File: config.mk
export PLATFORM = sky130hd
export DESIGN_NAME = pccm_top
export DESIGN_NICKNAME = d
export VERILOG_FILES = /design/src/hdl/pccm_pkg.sv /design/src/hdl/pccm_match.sv /design/src/hdl/pccm_top.sv
export SDC_FILE = /design/constraint.sdc
export NUM_CORES = 1
export LEC_CHECK = 0
export ABC_CLOCK_PERIOD_IN_PS = 2250
export BUFFER_PORTS_ARGS = -buffer_cell sky130_fd_sc_hd__buf_2
export CELL_PAD_IN_SITES_DETAIL_PLACEMENT = 1
export CELL_PAD_IN_SITES_GLOBAL_PLACEMENT = 1
export CORE_MARGIN = 8
export CORE_UTILIZATION = 40
export CTS_CLUSTER_DIAMETER = 200
export DETAILED_ROUTE_END_ITERATION = 8
export PLACE_DENSITY_LB_ADDON = 0.08
export SKIP_LAST_GASP = 1
export SYNTH_ARGS = -nofsm -noshare
export SYNTH_HDL_FRONTEND = slang
export SYNTH_HIERARCHICAL = 1
export SYNTH_SLANG_ARGS = --single-unit
export TNS_END_PERCENT = 5
File: constraint.sdc
create_clock -name pclk -period 2.25 [get_ports pclk]
set_input_delay 0 -clock pclk [delete_from_list [all_inputs] [get_ports pclk]]
set_output_delay 0 -clock pclk [all_outputs]
set_load 0.1 [all_outputs]
File: src/hdl/pccm_pkg.sv
// Constants for the fast pulse counter compare-match block.
// Assumes an APB slave with 8-bit byte addresses and 32-bit data.
package pccm_pkg;
	localparam int unsigned ADDR_W       = 8;
	localparam int unsigned DATA_W       = 32;
	localparam int unsigned COUNT_W      = 24;
	localparam int unsigned STAT_W       = 8;

	localparam logic [23:0] COUNT_MAX    = 24'hFFFFFF;
	localparam logic [23:0] COUNT_RST    = 24'h000000;

	// Register byte offsets
	localparam logic [7:0]  OFS_CONFIG   = 8'h00;
	localparam logic [7:0]  OFS_PRESET   = 8'h04;
	localparam logic [7:0]  OFS_SETPOINT = 8'h08;
	localparam logic [7:0]  OFS_STATUS   = 8'h0C;
	localparam logic [7:0]  OFS_COUNT    = 8'h10;
	localparam logic [7:0]  OFS_INT_STAT = 8'h14;
	localparam logic [7:0]  OFS_INT_CLR  = 8'h18;
	localparam logic [7:0]  OFS_INT_EN   = 8'h1C;

	// Config register fields
	localparam int unsigned CFG_PHASE_BIT  = 0;
	localparam int unsigned CFG_ENABLE_BIT = 4;
	localparam int unsigned CFG_SCALE_LSB  = 8;
	localparam int unsigned CFG_SCALE_W    = 3;
	localparam logic [2:0]  SCALE_RST      = 3'h1;

	// Status register fields
	localparam int unsigned STS_DONE_BIT   = 0;
	localparam int unsigned STS_CODE_LSB   = 8;

	// Count register fields
	localparam int unsigned COUNT_CARRY_BIT = 24;

	// Interrupt bits
	localparam int unsigned IRQ_W          = 2;
	localparam int unsigned IRQ_MATCH      = 0;
	localparam int unsigned IRQ_ERROR      = 1;

	// Status codes
	localparam logic [7:0]  STAT_OK        = 8'h00;
	localparam logic [7:0]  STAT_NO_COUNTER = 8'h01;
	localparam logic [7:0]  STAT_BAD_SCALE  = 8'h02;
	localparam logic [7:0]  STAT_RANGE     = 8'h03;
	localparam logic [7:0]  STAT_DISABLED  = 8'h04;
endpackage

File: src/hdl/pccm_match.sv
// Equality detector that fires once on entry into count == setpoint.
// Assumes count and setpoint are registered in the pclk domain.
`timescale 1ns/1ns
`default_nettype none
module pccm_match (
	input  wire logic                        pclk,
	input  wire logic                        presetn,
	input  wire logic                        enable,
	input  wire logic [pccm_pkg::COUNT_W-1:0] count,
	input  wire logic [pccm_pkg::COUNT_W-1:0] setpoint,
	output logic                             match_pulse
);
	import pccm_pkg::*;

	logic eq_reg;
	logic eq_next;
	logic pulse_reg;
	logic pulse_next;

	always_comb begin
		eq_next    = enable && (count == setpoint);
		pulse_next = eq_next && !eq_reg;
	end

	always_ff @(posedge pclk or negedge presetn) begin
		if (!presetn) begin
			eq_reg    <= 1'b0;
			pulse_reg <= 1'b0;
		end else begin
			eq_reg    <= eq_next;
			pulse_reg <= pulse_next;
		end
	end

	assign match_pulse = pulse_reg;
endmodule
`default_nettype wire

File: src/hdl/pccm_top.sv
// APB-controlled compare-match and status block of a 24-bit pulse counter.
// Assumes count pulses arrive synchronous to pclk, one per cycle at most.
//
// Function
// - Setpoint is unsigned 0 to 16,777,215; requester keeps values in range.
// - Count equal to setpoint while the counter is enabled raises a match event that sets the match interrupt status bit.
// - Done set after an error-free request; stays low on any error.
// - Status 00 on success, 01 when the variant has no pulse counter.
// - Status 02 when two-phase configuration has multiplier other than 1, 2, 4.
// - Status 03 when preset or setpoint lies outside 0 to 16,777,215.
// - Status 04 and no preset applied when counter is disabled.
// - Counter enable low holds the running count at zero.
// - Running count readable as unsigned 0 to 16,777,215 with a carry flag.
`timescale 1ns/1ns
`default_nettype none
module pccm_top #(
	parameter bit HAS_COUNTER = 1'b1
) (
	input  wire logic                        pclk,
	input  wire logic                        presetn,
	input  wire logic                        psel,
	input  wire logic                        penable,
	input  wire logic                        pwrite,
	input  wire logic [pccm_pkg::ADDR_W-1:0]  paddr,
	input  wire logic [pccm_pkg::DATA_W-1:0]  pwdata,
	output logic      [pccm_pkg::DATA_W-1:0]  prdata,
	output logic                             pready,
	output logic                             pslverr,
	input  wire logic                        count_step_in,
	input  wire logic                        count_down_in,
	output logic      [pccm_pkg::COUNT_W-1:0] running_count_out,
	output logic                             carry_flag,
	output logic      [2:0]                  count_multiplier,
	output logic                             counter_enable_input,
	output logic                             match_event,
	output logic                             irq
);
	import pccm_pkg::*;

	function automatic logic is_mapped(input logic [ADDR_W-1:0] a);
		case (a)
			OFS_CONFIG, OFS_PRESET, OFS_SETPOINT, OFS_STATUS,
			OFS_COUNT, OFS_INT_STAT, OFS_INT_CLR, OFS_INT_EN: is_mapped = 1'b1;
			default: is_mapped = 1'b0;
		endcase
	endfunction

	function automatic logic scale_ok(input logic [2:0] m);
		scale_ok = (m == 3'h1) || (m == 3'h2) || (m == 3'h4);
	endfunction

	// Bus strobes
	logic wr_stb;
	logic rd_setup;
	assign pready   = 1'b1;
	assign pslverr  = psel && penable && !is_mapped(paddr);
	assign wr_stb   = psel && penable && pwrite && is_mapped(paddr);
	assign rd_setup = psel && !penable && !pwrite;

	// Register state
	logic                 phase_reg;
	logic                 phase_next;
	logic                 enable_reg;
	logic                 enable_next;
	logic [2:0]           scale_reg;
	logic [2:0]           scale_next;
	logic [COUNT_W-1:0]   preset_reg;
	logic [COUNT_W-1:0]   preset_next;
	logic [COUNT_W-1:0]   setpoint_reg;
	logic [COUNT_W-1:0]   setpoint_next;
	logic                 done_reg;
	logic                 done_next;
	logic [STAT_W-1:0]    stat_reg;
	logic [STAT_W-1:0]    stat_next;
	logic [IRQ_W-1:0]     int_stat_reg;
	logic [IRQ_W-1:0]     int_stat_next;
	logic [IRQ_W-1:0]     int_en_reg;
	logic [IRQ_W-1:0]     int_en_next;
	logic [DATA_W-1:0]    prdata_reg;
	logic [DATA_W-1:0]    prdata_next;
	logic                 preset_apply;
	logic                 req_error;

	// Counter state
	logic [COUNT_W-1:0]   count_reg;
	logic [COUNT_W-1:0]   count_next;
	logic                 carry_reg;
	logic                 carry_next;
	logic                 match_pulse;

	// Requests and register writes
	always_comb begin
		phase_next    = phase_reg;
		enable_next   = enable_reg;
		scale_next    = scale_reg;
		preset_next   = preset_reg;
		setpoint_next = setpoint_reg;
		done_next     = done_reg;
		stat_next     = stat_reg;
		int_en_next   = int_en_reg;
		preset_apply  = 1'b0;
		req_error     = 1'b0;
		if (wr_stb) begin
			case (paddr)
				OFS_CONFIG: begin
					if (!HAS_COUNTER) begin
						stat_next = STAT_NO_COUNTER;
					end else if (pwdata[CFG_PHASE_BIT] &&
							!scale_ok(pwdata[CFG_SCALE_LSB +: CFG_SCALE_W])) begin
						stat_next = STAT_BAD_SCALE;
					end else begin
						stat_next   = STAT_OK;
						phase_next  = pwdata[CFG_PHASE_BIT];
						enable_next = pwdata[CFG_ENABLE_BIT];
						scale_next  = pwdata[CFG_PHASE_BIT] ?
							pwdata[CFG_SCALE_LSB +: CFG_SCALE_W] : SCALE_RST;
					end
				end
				OFS_PRESET: begin
					if (!HAS_COUNTER) begin
						stat_next = STAT_NO_COUNTER;
					end else if (pwdata[DATA_W-1:COUNT_W] != 8'h00) begin
						stat_next = STAT_RANGE;
					end else if (!enable_reg) begin
						stat_next = STAT_DISABLED;
					end else begin
						stat_next    = STAT_OK;
						preset_next  = pwdata[COUNT_W-1:0];
						preset_apply = 1'b1;
					end
				end
				OFS_SETPOINT: begin
					if (!HAS_COUNTER) begin
						stat_next = STAT_NO_COUNTER;
					end else if (pwdata[DATA_W-1:COUNT_W] != 8'h00) begin
						stat_next = STAT_RANGE;
					end else begin
						stat_next     = STAT_OK;
						setpoint_next = pwdata[COUNT_W-1:0];
					end
				end
				OFS_INT_EN: begin
					int_en_next = pwdata[IRQ_W-1:0];
				end
				default: begin
				end
			endcase
			if (paddr == OFS_CONFIG || paddr == OFS_PRESET || paddr == OFS_SETPOINT) begin
				done_next = (stat_next == STAT_OK);
				req_error = (stat_next != STAT_OK);
			end
		end
	end

	// Sticky interrupt status, set wins over clear
	always_comb begin
		int_stat_next = int_stat_reg;
		if (wr_stb && paddr == OFS_INT_CLR) begin
			int_stat_next = int_stat_reg & ~pwdata[IRQ_W-1:0];
		end
		if (match_pulse) begin
			int_stat_next[IRQ_MATCH] = 1'b1;
		end
		if (req_error) begin
			int_stat_next[IRQ_ERROR] = 1'b1;
		end
	end

	// Read data captured in the setup phase
	always_comb begin
		prdata_next = prdata_reg;
		if (rd_setup) begin
			prdata_next = '0;
			case (paddr)
				OFS_CONFIG: begin
					prdata_next[CFG_PHASE_BIT]                 = phase_reg;
					prdata_next[CFG_ENABLE_BIT]                = enable_reg;
					prdata_next[CFG_SCALE_LSB +: CFG_SCALE_W]  = scale_reg;
				end
				OFS_PRESET:   prdata_next[COUNT_W-1:0] = preset_reg;
				OFS_SETPOINT: prdata_next[COUNT_W-1:0] = setpoint_reg;
				OFS_STATUS: begin
					prdata_next[STS_DONE_BIT]              = done_reg;
					prdata_next[STS_CODE_LSB +: STAT_W]    = stat_reg;
				end
				OFS_COUNT: begin
					prdata_next[COUNT_W-1:0]   = count_reg;
					prdata_next[COUNT_CARRY_BIT] = carry_reg;
				end
				OFS_INT_STAT: prdata_next[IRQ_W-1:0] = int_stat_reg;
				OFS_INT_EN:   prdata_next[IRQ_W-1:0] = int_en_reg;
				default: begin
				end
			endcase
		end
	end

	// Running counter
	always_comb begin
		count_next = count_reg;
		carry_next = carry_reg;
		if (!enable_reg) begin
			count_next = COUNT_RST;
			carry_next = 1'b0;
		end else if (preset_apply) begin
			count_next = preset_next;
			carry_next = 1'b0;
		end else if (count_step_in) begin
			if (count_down_in) begin
				count_next = count_reg - 24'h000001;
				carry_next = carry_reg || (count_reg == COUNT_RST);
			end else begin
				count_next = count_reg + 24'h000001;
				carry_next = carry_reg || (count_reg == COUNT_MAX);
			end
		end
	end

	always_ff @(posedge pclk or negedge presetn) begin
		if (!presetn) begin
			phase_reg    <= 1'b0;
			enable_reg   <= 1'b0;
			scale_reg    <= SCALE_RST;
			preset_reg   <= COUNT_RST;
			setpoint_reg <= COUNT_RST;
			done_reg     <= 1'b0;
			stat_reg     <= STAT_OK;
			int_stat_reg <= '0;
			int_en_reg   <= '0;
			prdata_reg   <= '0;
			count_reg    <= COUNT_RST;
			carry_reg    <= 1'b0;
		end else begin
			phase_reg    <= phase_next;
			enable_reg   <= enable_next;
			scale_reg    <= scale_next;
			preset_reg   <= preset_next;
			setpoint_reg <= setpoint_next;
			done_reg     <= done_next;
			stat_reg     <= stat_next;
			int_stat_reg <= int_stat_next;
			int_en_reg   <= int_en_next;
			prdata_reg   <= prdata_next;
			count_reg    <= count_next;
			carry_reg    <= carry_next;
		end
	end

	pccm_match u_match (
		.pclk        (pclk),
		.presetn     (presetn),
		.enable      (enable_reg),
		.count       (count_reg),
		.setpoint    (setpoint_reg),
		.match_pulse (match_pulse)
	);

	assign prdata               = prdata_reg;
	assign running_count_out    = count_reg;
	assign carry_flag           = carry_reg;
	assign count_multiplier     = scale_reg;
	assign counter_enable_input = enable_reg;
	assign match_event          = match_pulse;
	assign irq                  = |(int_stat_reg & int_en_reg);
endmodule
`default_nettype wire

### Yosys cells after proc, flatten, opt, wreduce, memory -nomap -nowiden

Memory sizes are Yosys's and may differ from the RTL's.
Cells that the tools add are included.

| word-level totals | value |
|---|---|
| flip-flop bits (word level) | 118 |
| ROM bits | 64 |
| output and inout bits | 65 |
| logic and storage cells | 110 |
| memories | 2 |

| operators by class | value |
|---|---|
| add/subtract/negate cells | 2 |
| equality and inequality tests | 13 |
| mux-type cells | 39 |
| bitwise gates (word level) | 5 |
| reduce and logical (&&, ||, !) cells | 34 |

Memory list:

| memory | words | width | rd ports | clocked after memory_dff | wr ports | line | source |
|---|---|---|---|---|---|---|---|
| (name not given) | 32 | 1 | 1 | 0 | 0 | pccm_top.sv:41 | `case (a)` |
| (name not given) | 32 | 1 | 1 | 0 | 0 | pccm_top.sv:41 |  |

Operators by type and width:

| operator | number |
|---|---|
| 24-bit 2-to-1 mux | 8 |
| 8-bit one-hot mux with 3 select lines | 2 |
| 8-bit by 5-bit equality test with 1-bit output (second input constant) | 4 |
| 24-bit by 1-bit adder with 24-bit output (second input constant) | 1 |
| 24-bit equality test | 1 |
| 24-bit equality test (second input constant) | 1 |
| 24-bit zero test | 1 |
| 24-bit by 1-bit subtractor with 24-bit output (second input constant) | 1 |
| 5-bit one-hot mux with 4 select lines | 1 |
| 8-bit by 4-bit equality test with 1-bit output (second input constant) | 2 |
| 8-bit zero test | 2 |
| 8-bit nonzero test | 2 |
| 1-bit 2-to-1 mux | 15 |
| 3-bit one-hot mux with 5 select lines | 1 |
| 1-bit logical AND | 10 |
| 3-bit 2-to-1 mux | 3 |
| 3-bit one-hot mux with 3 select lines | 1 |
| 8-bit by 3-bit equality test with 1-bit output (second input constant) | 1 |
| 8-bit 2-to-1 mux | 1 |
| 1-bit one-hot mux with 7 select lines | 1 |
| 1-bit logical OR | 6 |
| 2-bit 2-to-1 mux | 3 |
| 2-bit one-hot mux with 3 select lines | 1 |
| 3-bit AND reduction | 2 |
| other kinds (14) | 22 |

### Logic depth before layout (Yosys ltp)

Gate-level depths: netlist of the first run.

| depth | value |
|---|---|
| depth after elaboration | 12 |
| mapped depth | 9 |
| gate-level depth less buffers | 8 |

### By module

The synthesis of the first run kept the hierarchy.

Modules (own cells, without submodules):

| module | instances | cells each | area each (µm²) |
|---|---|---|---|
| pccm_top | 1 | 713 | 7,054.3 |
| pccm_match | 1 | 37 | 332.8 |

### Worst setup path before layout of the first run

No wires, ideal clock.

| timing path | value |
|---|---|
| path type | register to register |
| start | register count_reg[0], in the netlist running_count_out[0] |
| end | register count_reg[20], in the netlist running_count_out[20] |
| setup time | 126 ps |
| arrival time | 2,938 ps |
| required time | 2,124 ps |
| setup slack | -814 ps |
| cell stages (with the launch flop) | 10 |
| period minus slack after synthesis | 3,064 ps |
| cell sequence | dfrtp_1 > clkbuf_1 > inv_1 > fa_1 > nand2b_1 > a21o_1 > a21oi_1 > nor2_1 > o311a_1 > a221o_1 |

| on the way | value |
|---|---|
| cells in the longest elaborated chain, start to end | 5 |
| elaborated cells on any way between the ends | 6 |

RTL lines:

| item | line | source |
|---|---|---|
| from (decl) | pccm_top.sv:85 | `logic [COUNT_W-1:0] count_reg;` |
| from (signal assigned) | pccm_top.sv:244 | `count_reg <= count_next;` |
| 24-bit by 1-bit adder with 24-bit output / 24-bit by 1-bit subtractor with 24-bit output (equally long branches) | pccm_top.sv:213, pccm_top.sv:210 |  |
| 24-bit 2-to-1 mux (*) | pccm_top.sv:209 | `if (count_down_in) begin` |
| 24-bit 2-to-1 mux (*) | pccm_top.sv:208 | `end else if (count_step_in) begin` |
| 24-bit 2-to-1 mux (*) | pccm_top.sv:205 | `end else if (preset_apply) begin` |
| 24-bit 2-to-1 mux (*) | pccm_top.sv:202 | `if (!enable_reg) begin` |

Mark *: on every way between the ends. The rest lies on a longest branch, timed or not. The select of a mux whose other input is x is not followed.
A chain may end at the register's enable or synchronous reset.

### Worst setup path in the final report of the first run

| timing path | value |
|---|---|
| start | register count_reg[3], in the netlist running_count_out[3] |
| end | register count_reg[9], in the netlist running_count_out[9] |

Same word-level chain as after synthesis.

==> results of run 1 <==
-- metrics by stage --
stage               util (%)  area (um2)
floorplan                  -        7470
detailed placement      48.0        8660
global route            53.7        9670
finish                  53.7        9670
CTS                     52.9        9540
global placement        48.0        8660
-- cell type report --
| cell class | count | area [um2] |
|---|---|---|
| clock inverters | 15 | 179 |
| clock buffers | 17 | 425 |
| well taps | 229 | 287 |
| multi-input cells | 578 | 4280 |
| fillers | 2061 | 8350 |
| repair buffers | 215 | 1480 |
| inverters | 12 | 45.0 |
| flip-flops and latches | 118 | 2980 |
-- Yosys cell counts (4+ instances only) --
| master | count |
|---|---|
| nand4_1 | 16 |
| o21ai_1 | 10 |
| nor3_1 | 6 |
| a222oi_1 | 8 |
| a22o_1 | 9 |
| mux2_1 | 5 |
| or3_1 | 6 |
| a21oi_1 | 41 |
| and2_1 | 13 |
| mux2i_1 | 10 |
| nor2_1 | 45 |
| o211ai_1 | 7 |
| o21ai_0 | 50 |
| inv_1 | 12 |
| ha_1 | 22 |
| buf_6 | 4 |
| o2bb2ai_1 | 5 |
| a22oi_1 | 9 |
| a211oi_1 | 10 |
| mux2_2 | 34 |
| a221oi_1 | 5 |
| xnor2_1 | 23 |
| a31oi_1 | 9 |
| clkbuf_1 | 23 |
| o21a_1 | 4 |
| xor2_1 | 12 |
| buf_2 | 10 |
| dfrtp_1 | 117 |
| nand2b_1 | 6 |
| nand3_1 | 23 |
| and3_1 | 15 |
| buf_4 | 8 |
| nor2b_1 | 5 |
| a21o_1 | 13 |
| nand2_1 | 62 |
| mux2_4 | 20 |
| nor4_1 | 10 |
-- cell usage in the layout (no fill, tap or decap), types with 12 or more instances in the layout --
master / count
a21o_1: 13
a21oi_1: 36
and2_1: 13
and3_1: 14
buf_2: 102
buf_4: 82
clkbuf_16: 17
dfrtp_1: 95
dfrtp_2: 21
dlygate4sd3_1: 27
ha_1: 16
inv_1: 12
mux2_2: 34
mux2_4: 20
nand2_1: 62
nand3_1: 22
nand4_1: 16
nor2_1: 44
o21ai_0: 48
o21ai_1: 12
xnor2_1: 23
xor2_1: 12
-- worst min-delay path, delay by kind of cell --
family | cells | cell delay, ps
buf+inv | 2 | 250
simple gates | 1 | 50
compound gates | 1 | 110
-- path summary, 6_finish.rpt --
path / from / cells past startpoint / to / slack (ps)
max: running_count_out[3] / 7 / running_count_out[9] / 60
min: pwrite / 4 / prdata[4] / 30
max reg2reg: running_count_out[3] / 7 / running_count_out[9] / 60
min reg2reg: u_match/eq_reg / 1 / u_match/match_pulse / 430
max in group asynchronous: presetn / 3 / count_multiplier[0] / 1370
min in group asynchronous: presetn / 2 / setpoint_reg[21] / 100
-- kinds of logic (layout without fill, tap and decap cells) --
logic type               count (synthesis)  after routing
buffers and inverters                   60            259
XOR/XNOR                                35             35
multiplexers                            70             70
adder cells (fa/ha/maj)                 23             23
other                                    2              8
AND/OR/NAND/NOR                        231            231
flip-flops                             118            118
AO/OA/AOI/OAI                          211            211
-- layer usage --
layer / vias to the layer above / GRT usage, %
li1: 3172 / -
met1: 3576 / 31.5
met2: 213 / 39.7
met3: 32 / 4.15
met4: 0 / 8.16
met5: - / 0
-- power breakdown --
part	internal [mW]	total, mW	switching [mW]
clock network	1.75	2.84	1.09
registers	2.13	2.14	0.00793
logic	0.177	0.549	0.372
total	4.06	5.53	1.47
-- repair_timing --
item                                   in CTS  in global routing
hold buffers                               27                  0
setup buffers                               0                  2
endpoints found under the hold margin     101                  0
resized for setup                           1                 20
setup endpoints to repair                   5                 12
pin swaps                                   0                 10
==> results by group, run 1 <==
Global routing
  – Largest net degree at the start of global routing: 60
  – Vias in the first global route: 7602
  – First-pass GRT wire length: 44400 um
  – Antenna violations before repair: 0
  – All-Layer GR Usage: 24.2%
  – Grt ovf: 0

STA
  – Slew Viols, Final: 0
  – RSZ-0062 raised after global routing: true
  – Worst Hold Margin: 25.4 ps
  – Clock period minus final worst setup slack: 2190 ps
  – Worst Tran Pin Value: 809 ps
  – Final Worst Setup Slack: 59.4 ps
  – Final setup fails: 0
  – Setup Total Neg Slack: 0 ps
  – Final Hold Fails: 0
  – Fin crit share: 97.4%
  – Max Clock Skew: 10.3 ps
  – Fmax: 0.456 GHz
  – Slew HR: 45.7%

Setup path
  – Crit path kind: reg -> reg
  – Critical Path Fanout Max: 4
  – Crit path buf inv count: 0
  – Delay-heaviest family, CP: compound AO/OA/AOI/OAI gates
  – CP max-delay cell: o211ai_1
  – Cells along the critical path: ha_1 -> o211ai_1 -> o211ai_1 -> a41oi_2 -> xnor2_1 -> mux2i_1 -> a211oi_1
  – Critical Path RT: 2560 ps
  – Critical Path AT: 2500 ps
  – Worst setup SP type: flop
  – CP Capture Type: flop
  – Most frequent CP cell: o211ai_1
  – Max stage delay on crit path: 450 ps

Finish
  – Area Overhead vs Synth: 30.9%
  – Layout cells sized above 1: 35.0%
  – Layout Nets: 1012
  – Largest register FFs: 25
  – Fin cells: 1184
  – ANT cells: 0

Placed design
  – Placed insts: 1123
  – Dpl ws: -48.3 ps
  – Port Buf Inserts: 103
  – Detailed placement HPWL: 21000 um
  – RePlAce Congestion: 0.885

Pwr
  – Maximum VDD drop: 0.529 mV
  – Leak: 4.60 nW
  – Final Power: 5.53 mW
  – Power density over the cells: 571 nW/um2

Clock tree
  – Worst-case clock buffer depth: 2
  – CTS tree: yes
  – TritonCTS Buffers: 17
  – Insertion delay to the later sink of the worst-skew pair: 420 ps
  – Reg clk slew, reported paths: 60 ps
  – Clock root buffer master: clkbuf_16
  – Clk sink count: 118
  – H-tree levels: 4

Synthesis
  – Seq cells post-synth: 118
  – Top post-synthesis cells by area: dfrtp_1 40%, mux2_2 5.2%, mux2_4 4.1%
  – Number of synthesized flops with an enable pin: 0
  – Simple-Gate Fraction of Synth Area: 16.6%
  – Post-synth top flop: dfrtp_1
  – Adder-cell share of the synthesized area: 4.00%
  – Post-synthesis sequential area ratio: 40.0%
  – Avg Inst Size Synth: 9.85 um2
  – Xor-xnor portion of the synthesized cell area: 4.15%
  – Largest family of logic cells by synthesized area: compound AO/OA/AOI/OAI gates
  – Synth warn: 6
  – Top cell type's share of synthesized area: 39.6%
  – Cell variety after synth: 79
  – Multiplexer share of the synthesized area: 11.7%
  – Asr flop ratio synth: 100%
  – Synth Area in Compound Gates: 19.1%
  – Synth area leader: dfrtp_1
  – Syn Inst Count: 750
  – Post-Syn Area: 7390 um2

Routing
  – Iteration-0 DRC Markers: 443
  – WL met3: 1240 um
  – ANT nets after route: 0
  – DRC Markers: 0
  – Vias: 6993
  – DR vias/cell: 5.91
  – Final WL: 28600 um
  – Met1 wire length: 13000 um
  – Drt first pass iters: 6
  – Met2 wire length: 13800 um
  – Routed len/inst: 24.2 um
  – Max layer used: met4

Die
  – Core area: 18000 um2
  – I/O Pins: 112
  – Initial core utilization: 41.0%
  – Full die area: 23100 um2
  – # rows: 49
  – Die height: 152 um
  – Width of the die: 152 um

Job
  – Max_cap viols: 0

Outcome
  – Outcome: finished, final reports clean

Hold path
  – Hold crit path type: in -> reg
Note: power is estimated with default switching activity, not from simulation.
==> run 2: changes to the inputs <==
--- a/config.mk
+++ b/config.mk
@@ -7,16 +7,17 @@
 export LEC_CHECK = 0
 export ABC_CLOCK_PERIOD_IN_PS = 2250
 export BUFFER_PORTS_ARGS = -buffer_cell sky130_fd_sc_hd__buf_2
+export CAP_MARGIN = 20
 export CELL_PAD_IN_SITES_DETAIL_PLACEMENT = 1
 export CELL_PAD_IN_SITES_GLOBAL_PLACEMENT = 1
 export CORE_MARGIN = 8
 export CORE_UTILIZATION = 40
 export CTS_CLUSTER_DIAMETER = 200
+export CTS_CLUSTER_SIZE = 14
 export DETAILED_ROUTE_END_ITERATION = 8
 export PLACE_DENSITY_LB_ADDON = 0.08
 export SKIP_LAST_GASP = 1
 export SYNTH_ARGS = -nofsm -noshare
 export SYNTH_HDL_FRONTEND = slang
-export SYNTH_HIERARCHICAL = 1
 export SYNTH_SLANG_ARGS = --single-unit
 export TNS_END_PERCENT = 5
==> run 2 against run 1 <==
Effect of this change:
- the run now ends with negative setup slack left
- die area down 4.3%
- hold slack improved by 37 ps
- combinational power is 11% higher
- via count shrank 5.2%
- non-clock buffer count down 23
- critical endpoint is now running_count_out[10]
==> results by group, run 2 <==
Outcome
  – Outcome: finished, violations left
  – Failing checks: negative setup slack

Setup path
  – RR Startpoint: running_count_out[4]
  – R2r setup slk: -40 ps
  – Critical Path AT: 2570 ps
  – Critical Path Fanout Max: 6
  – Reg-to-reg endpoint: running_count_out[10]
  – Critical Path RT: 2530 ps
  – Max stage delay on crit path: 490 ps
  – CP max-delay cell: dfrtp_4
  – Worst r2r path cells: 8
  – Cells along the critical path: ha_4 -> a21o_1 -> a21oi_2 -> nand2_1 -> a21boi_0 -> nand2b_1 -> mux2i_1 -> a31oi_1
  – CP Capture Type: flop
  – Worst setup SP type: flop
  – Crit path kind: reg -> reg

Placed design
  – Placed insts: 1074
  – Port Buf Inserts: 103
  – RePlAce Congestion: 0.955
  – Dpl ws: -65.9 ps
  – Detailed placement HPWL: 19300 um

Routing
  – Vias: 6627
  – ANT nets after route: 0
  – Iteration-0 DRC Markers: 413
  – DRC Markers: 0
  – Routed len/inst: 23.2 um
  – DR vias/cell: 5.85
  – Drt first pass iters: 5
  – Final WL: 26300 um

Pwr
  – Leak: 4.39 nW
  – Final Power: 5.58 mW
  – Maximum VDD drop: 0.581 mV
  – Power density over the cells: 603 nW/um2

Hold path
  – End of the worst hold path: stat_reg[0]
  – Hold crit path type: in -> reg
  – Hold Path Depth: 4
  – Hold path startpoint: paddr[3]

Synthesis
  – Post-synthesis sequential area ratio: 42.0%
  – Cell variety after synth: 67
  – Seq cells post-synth: 118
  – Top post-synthesis cells by area: dfrtp_1 42%, mux2_2 5.3%, nand2_1 4.0%
  – Synth area leader: dfrtp_1
  – Asr flop ratio synth: 100%
  – Commonest cells in the netlist: 117 x dfrtp_1, 74 x nand2_1, 49 x a21oi_1
  – Synth warn: 0
  – Leading cell type by number of instances after synthesis: dfrtp_1
  – Post-Syn Area: 7030 um2
  – Number of synthesized flops with an enable pin: 0
  – Avg Inst Size Synth: 9.77 um2
  – Post-synth top flop: dfrtp_1
  – Top cell type's share of synthesized area: 41.6%
  – Syn Inst Count: 720

Finish
  – Utilization after layout: 53.7%
  – Filler Cell Count: 1944
  – Largest register FFs: 25
  – Footprint of the multi-input gates: 4010 um2
  – Fin cells: 1133
  – Register Area: 3010 um2
  – Layout Nets: 964
  – Area Overhead vs Synth: 31.7%
  – Most frequent cells in the layout: 102 x buf_2, 96 x dfrtp_1, 74 x nand2_1
  – Layout cells sized above 1: 32.4%
  – Most common cell after layout, fill and taps aside: buf_2

Clock tree
  – TritonCTS Buffers: 17
  – Post-CTS setup buffers: 0
  – Insertion delay to the later sink of the worst-skew pair: 420 ps
  – Clk sink count: 118
  – H-tree levels: 4
  – Worst-case clock buffer depth: 2
  – CTS tree: yes
  – Reg clk slew, reported paths: 60 ps
  – Clock root buffer master: clkbuf_16

STA
  – Fin crit share: 102%
  – Slew Viols, Final: 0
  – Clock period minus final worst setup slack: 2290 ps
  – RSZ-0062 raised after global routing: true
  – Slew HR: 61.8%
  – Final setup fails: 2
  – Max Clock Skew: 8.79 ps
  – Final Hold Fails: 0
  – Final Worst Setup Slack: -40.1 ps
  – Fmax: 0.437 GHz
  – Setup Total Neg Slack: -72.8 ps
  – Worst Tran Pin Value: 567 ps

Global routing
  – Grt ovf: 0
  – Antenna violations before repair: 1
  – All-Layer GR Usage: 24.1%
  – Largest net degree at the start of global routing: 83
  – Vias in the first global route: 7189
  – First-pass GRT wire length: 41200 um

Die
  – Width of the die: 149 um
  – Die height: 149 um
  – Initial core utilization: 40.8%
  – Core area: 17200 um2
  – # rows: 48
  – I/O Pins: 112
  – Full die area: 22100 um2

Job
  – Max_cap viols: 0
[run 2: cell types whose count changed after synthesis, moves of 8 or more]
cell | before | now
mux2_1 | 5 | 20
and3_1 | 15 | 6
nor2_1 | 45 | 35
nand2_1 | 62 | 74
a21o_1 | 13 | 3
mux2_4 | 20 | 0
a21oi_1 | 41 | 49
nor3_1 | 6 | 16
[run 2: worst max-delay path by stage]
stage                    startpoint                    end  slack, ps  depth (start not counted)
6_report       running_count_out[4]  running_count_out[10]        -40                          8
4_1_cts        running_count_out[1]  running_count_out[22]        -20                         10
2_1_floorplan  running_count_out[0]  running_count_out[16]        -80                         10
3_3_place_gp   running_count_out[1]  running_count_out[22]         -3                         10
3_5_place_dp   running_count_out[9]  running_count_out[16]        -70                          8
5_1_grt        running_count_out[4]  running_count_out[10]       -140                          8
[run 2: cell families after synthesis]
| family | after synthesis | synth area share (%) |
|---|---|---|
| adder cells (fa/ha/maj) | 23 | 4.20 |
| buffers and inverters | 52 | 3.74 |
| AO/OA/AOI/OAI | 192 | 17.2 |
| multiplexers | 68 | 10.8 |
| AND/OR/NAND/NOR | 220 | 16.4 |
| XOR/XNOR | 45 | 5.61 |
| other | 2 | 0.107 |
| flip-flops | 118 | 42.0 |
[run 2: cell type report]
class                   count  area share, %
inverters                   9          0.365
clock buffers              18           4.64
clock inverters            14           1.88
flip-flops and latches    118           32.5
diodes                      1         0.0270
multi-input cells         556           43.3
well taps                 225           3.04
repair buffers            192           14.2
[run 2: power breakdown]
group | internal (mW) | switching (mW) | leakage [nW]
clock | 1.75 | 1.07 | 0.295
combinational | 0.177 | 0.435 | 2.51
sequential | 2.14 | 0.0111 | 1.59
total | 4.07 | 1.51 | 4.39
[run 2: timing repair]
item	4_1_cts	5_1_grt
endpoints found under the setup margin	7	12
hold buffers	26	0
endpoints found under the hold margin	192	0
gates resized for setup	6	19
pin swaps	2	5
[run 2: metal layers]
metal,up-vias,global-route usage (%),part of all wire [%]
met2,221,38.9,47
met4,0,8.57,2.1
met3,44,4.65,5.9
li1,2995,-,-
met5,-,0,0
met1,3367,31.6,45
[run 2: stage by stage]
stage | instance area, um2 | hold slack [ps]
4_1_cts | 9180 | 51.4
5_1_grt | 9260 | 89.7
3_3_place_gp | 8270 | 85.7
6_report | 9260 | 62.3
3_5_place_dp | 8270 | 84.6
2_1_floorplan | 7160 | -296
[run 2: critical path, delay by kind of cell (launching register included)]
kind / cells / cell delay [ps]
flip-flops: 1 / 490
adder cells (fa/ha/maj): 1 / 250
AND/OR/NAND/NOR: 2 / 320
multiplexers: 1 / 230
AO/OA/AOI/OAI: 4 / 870
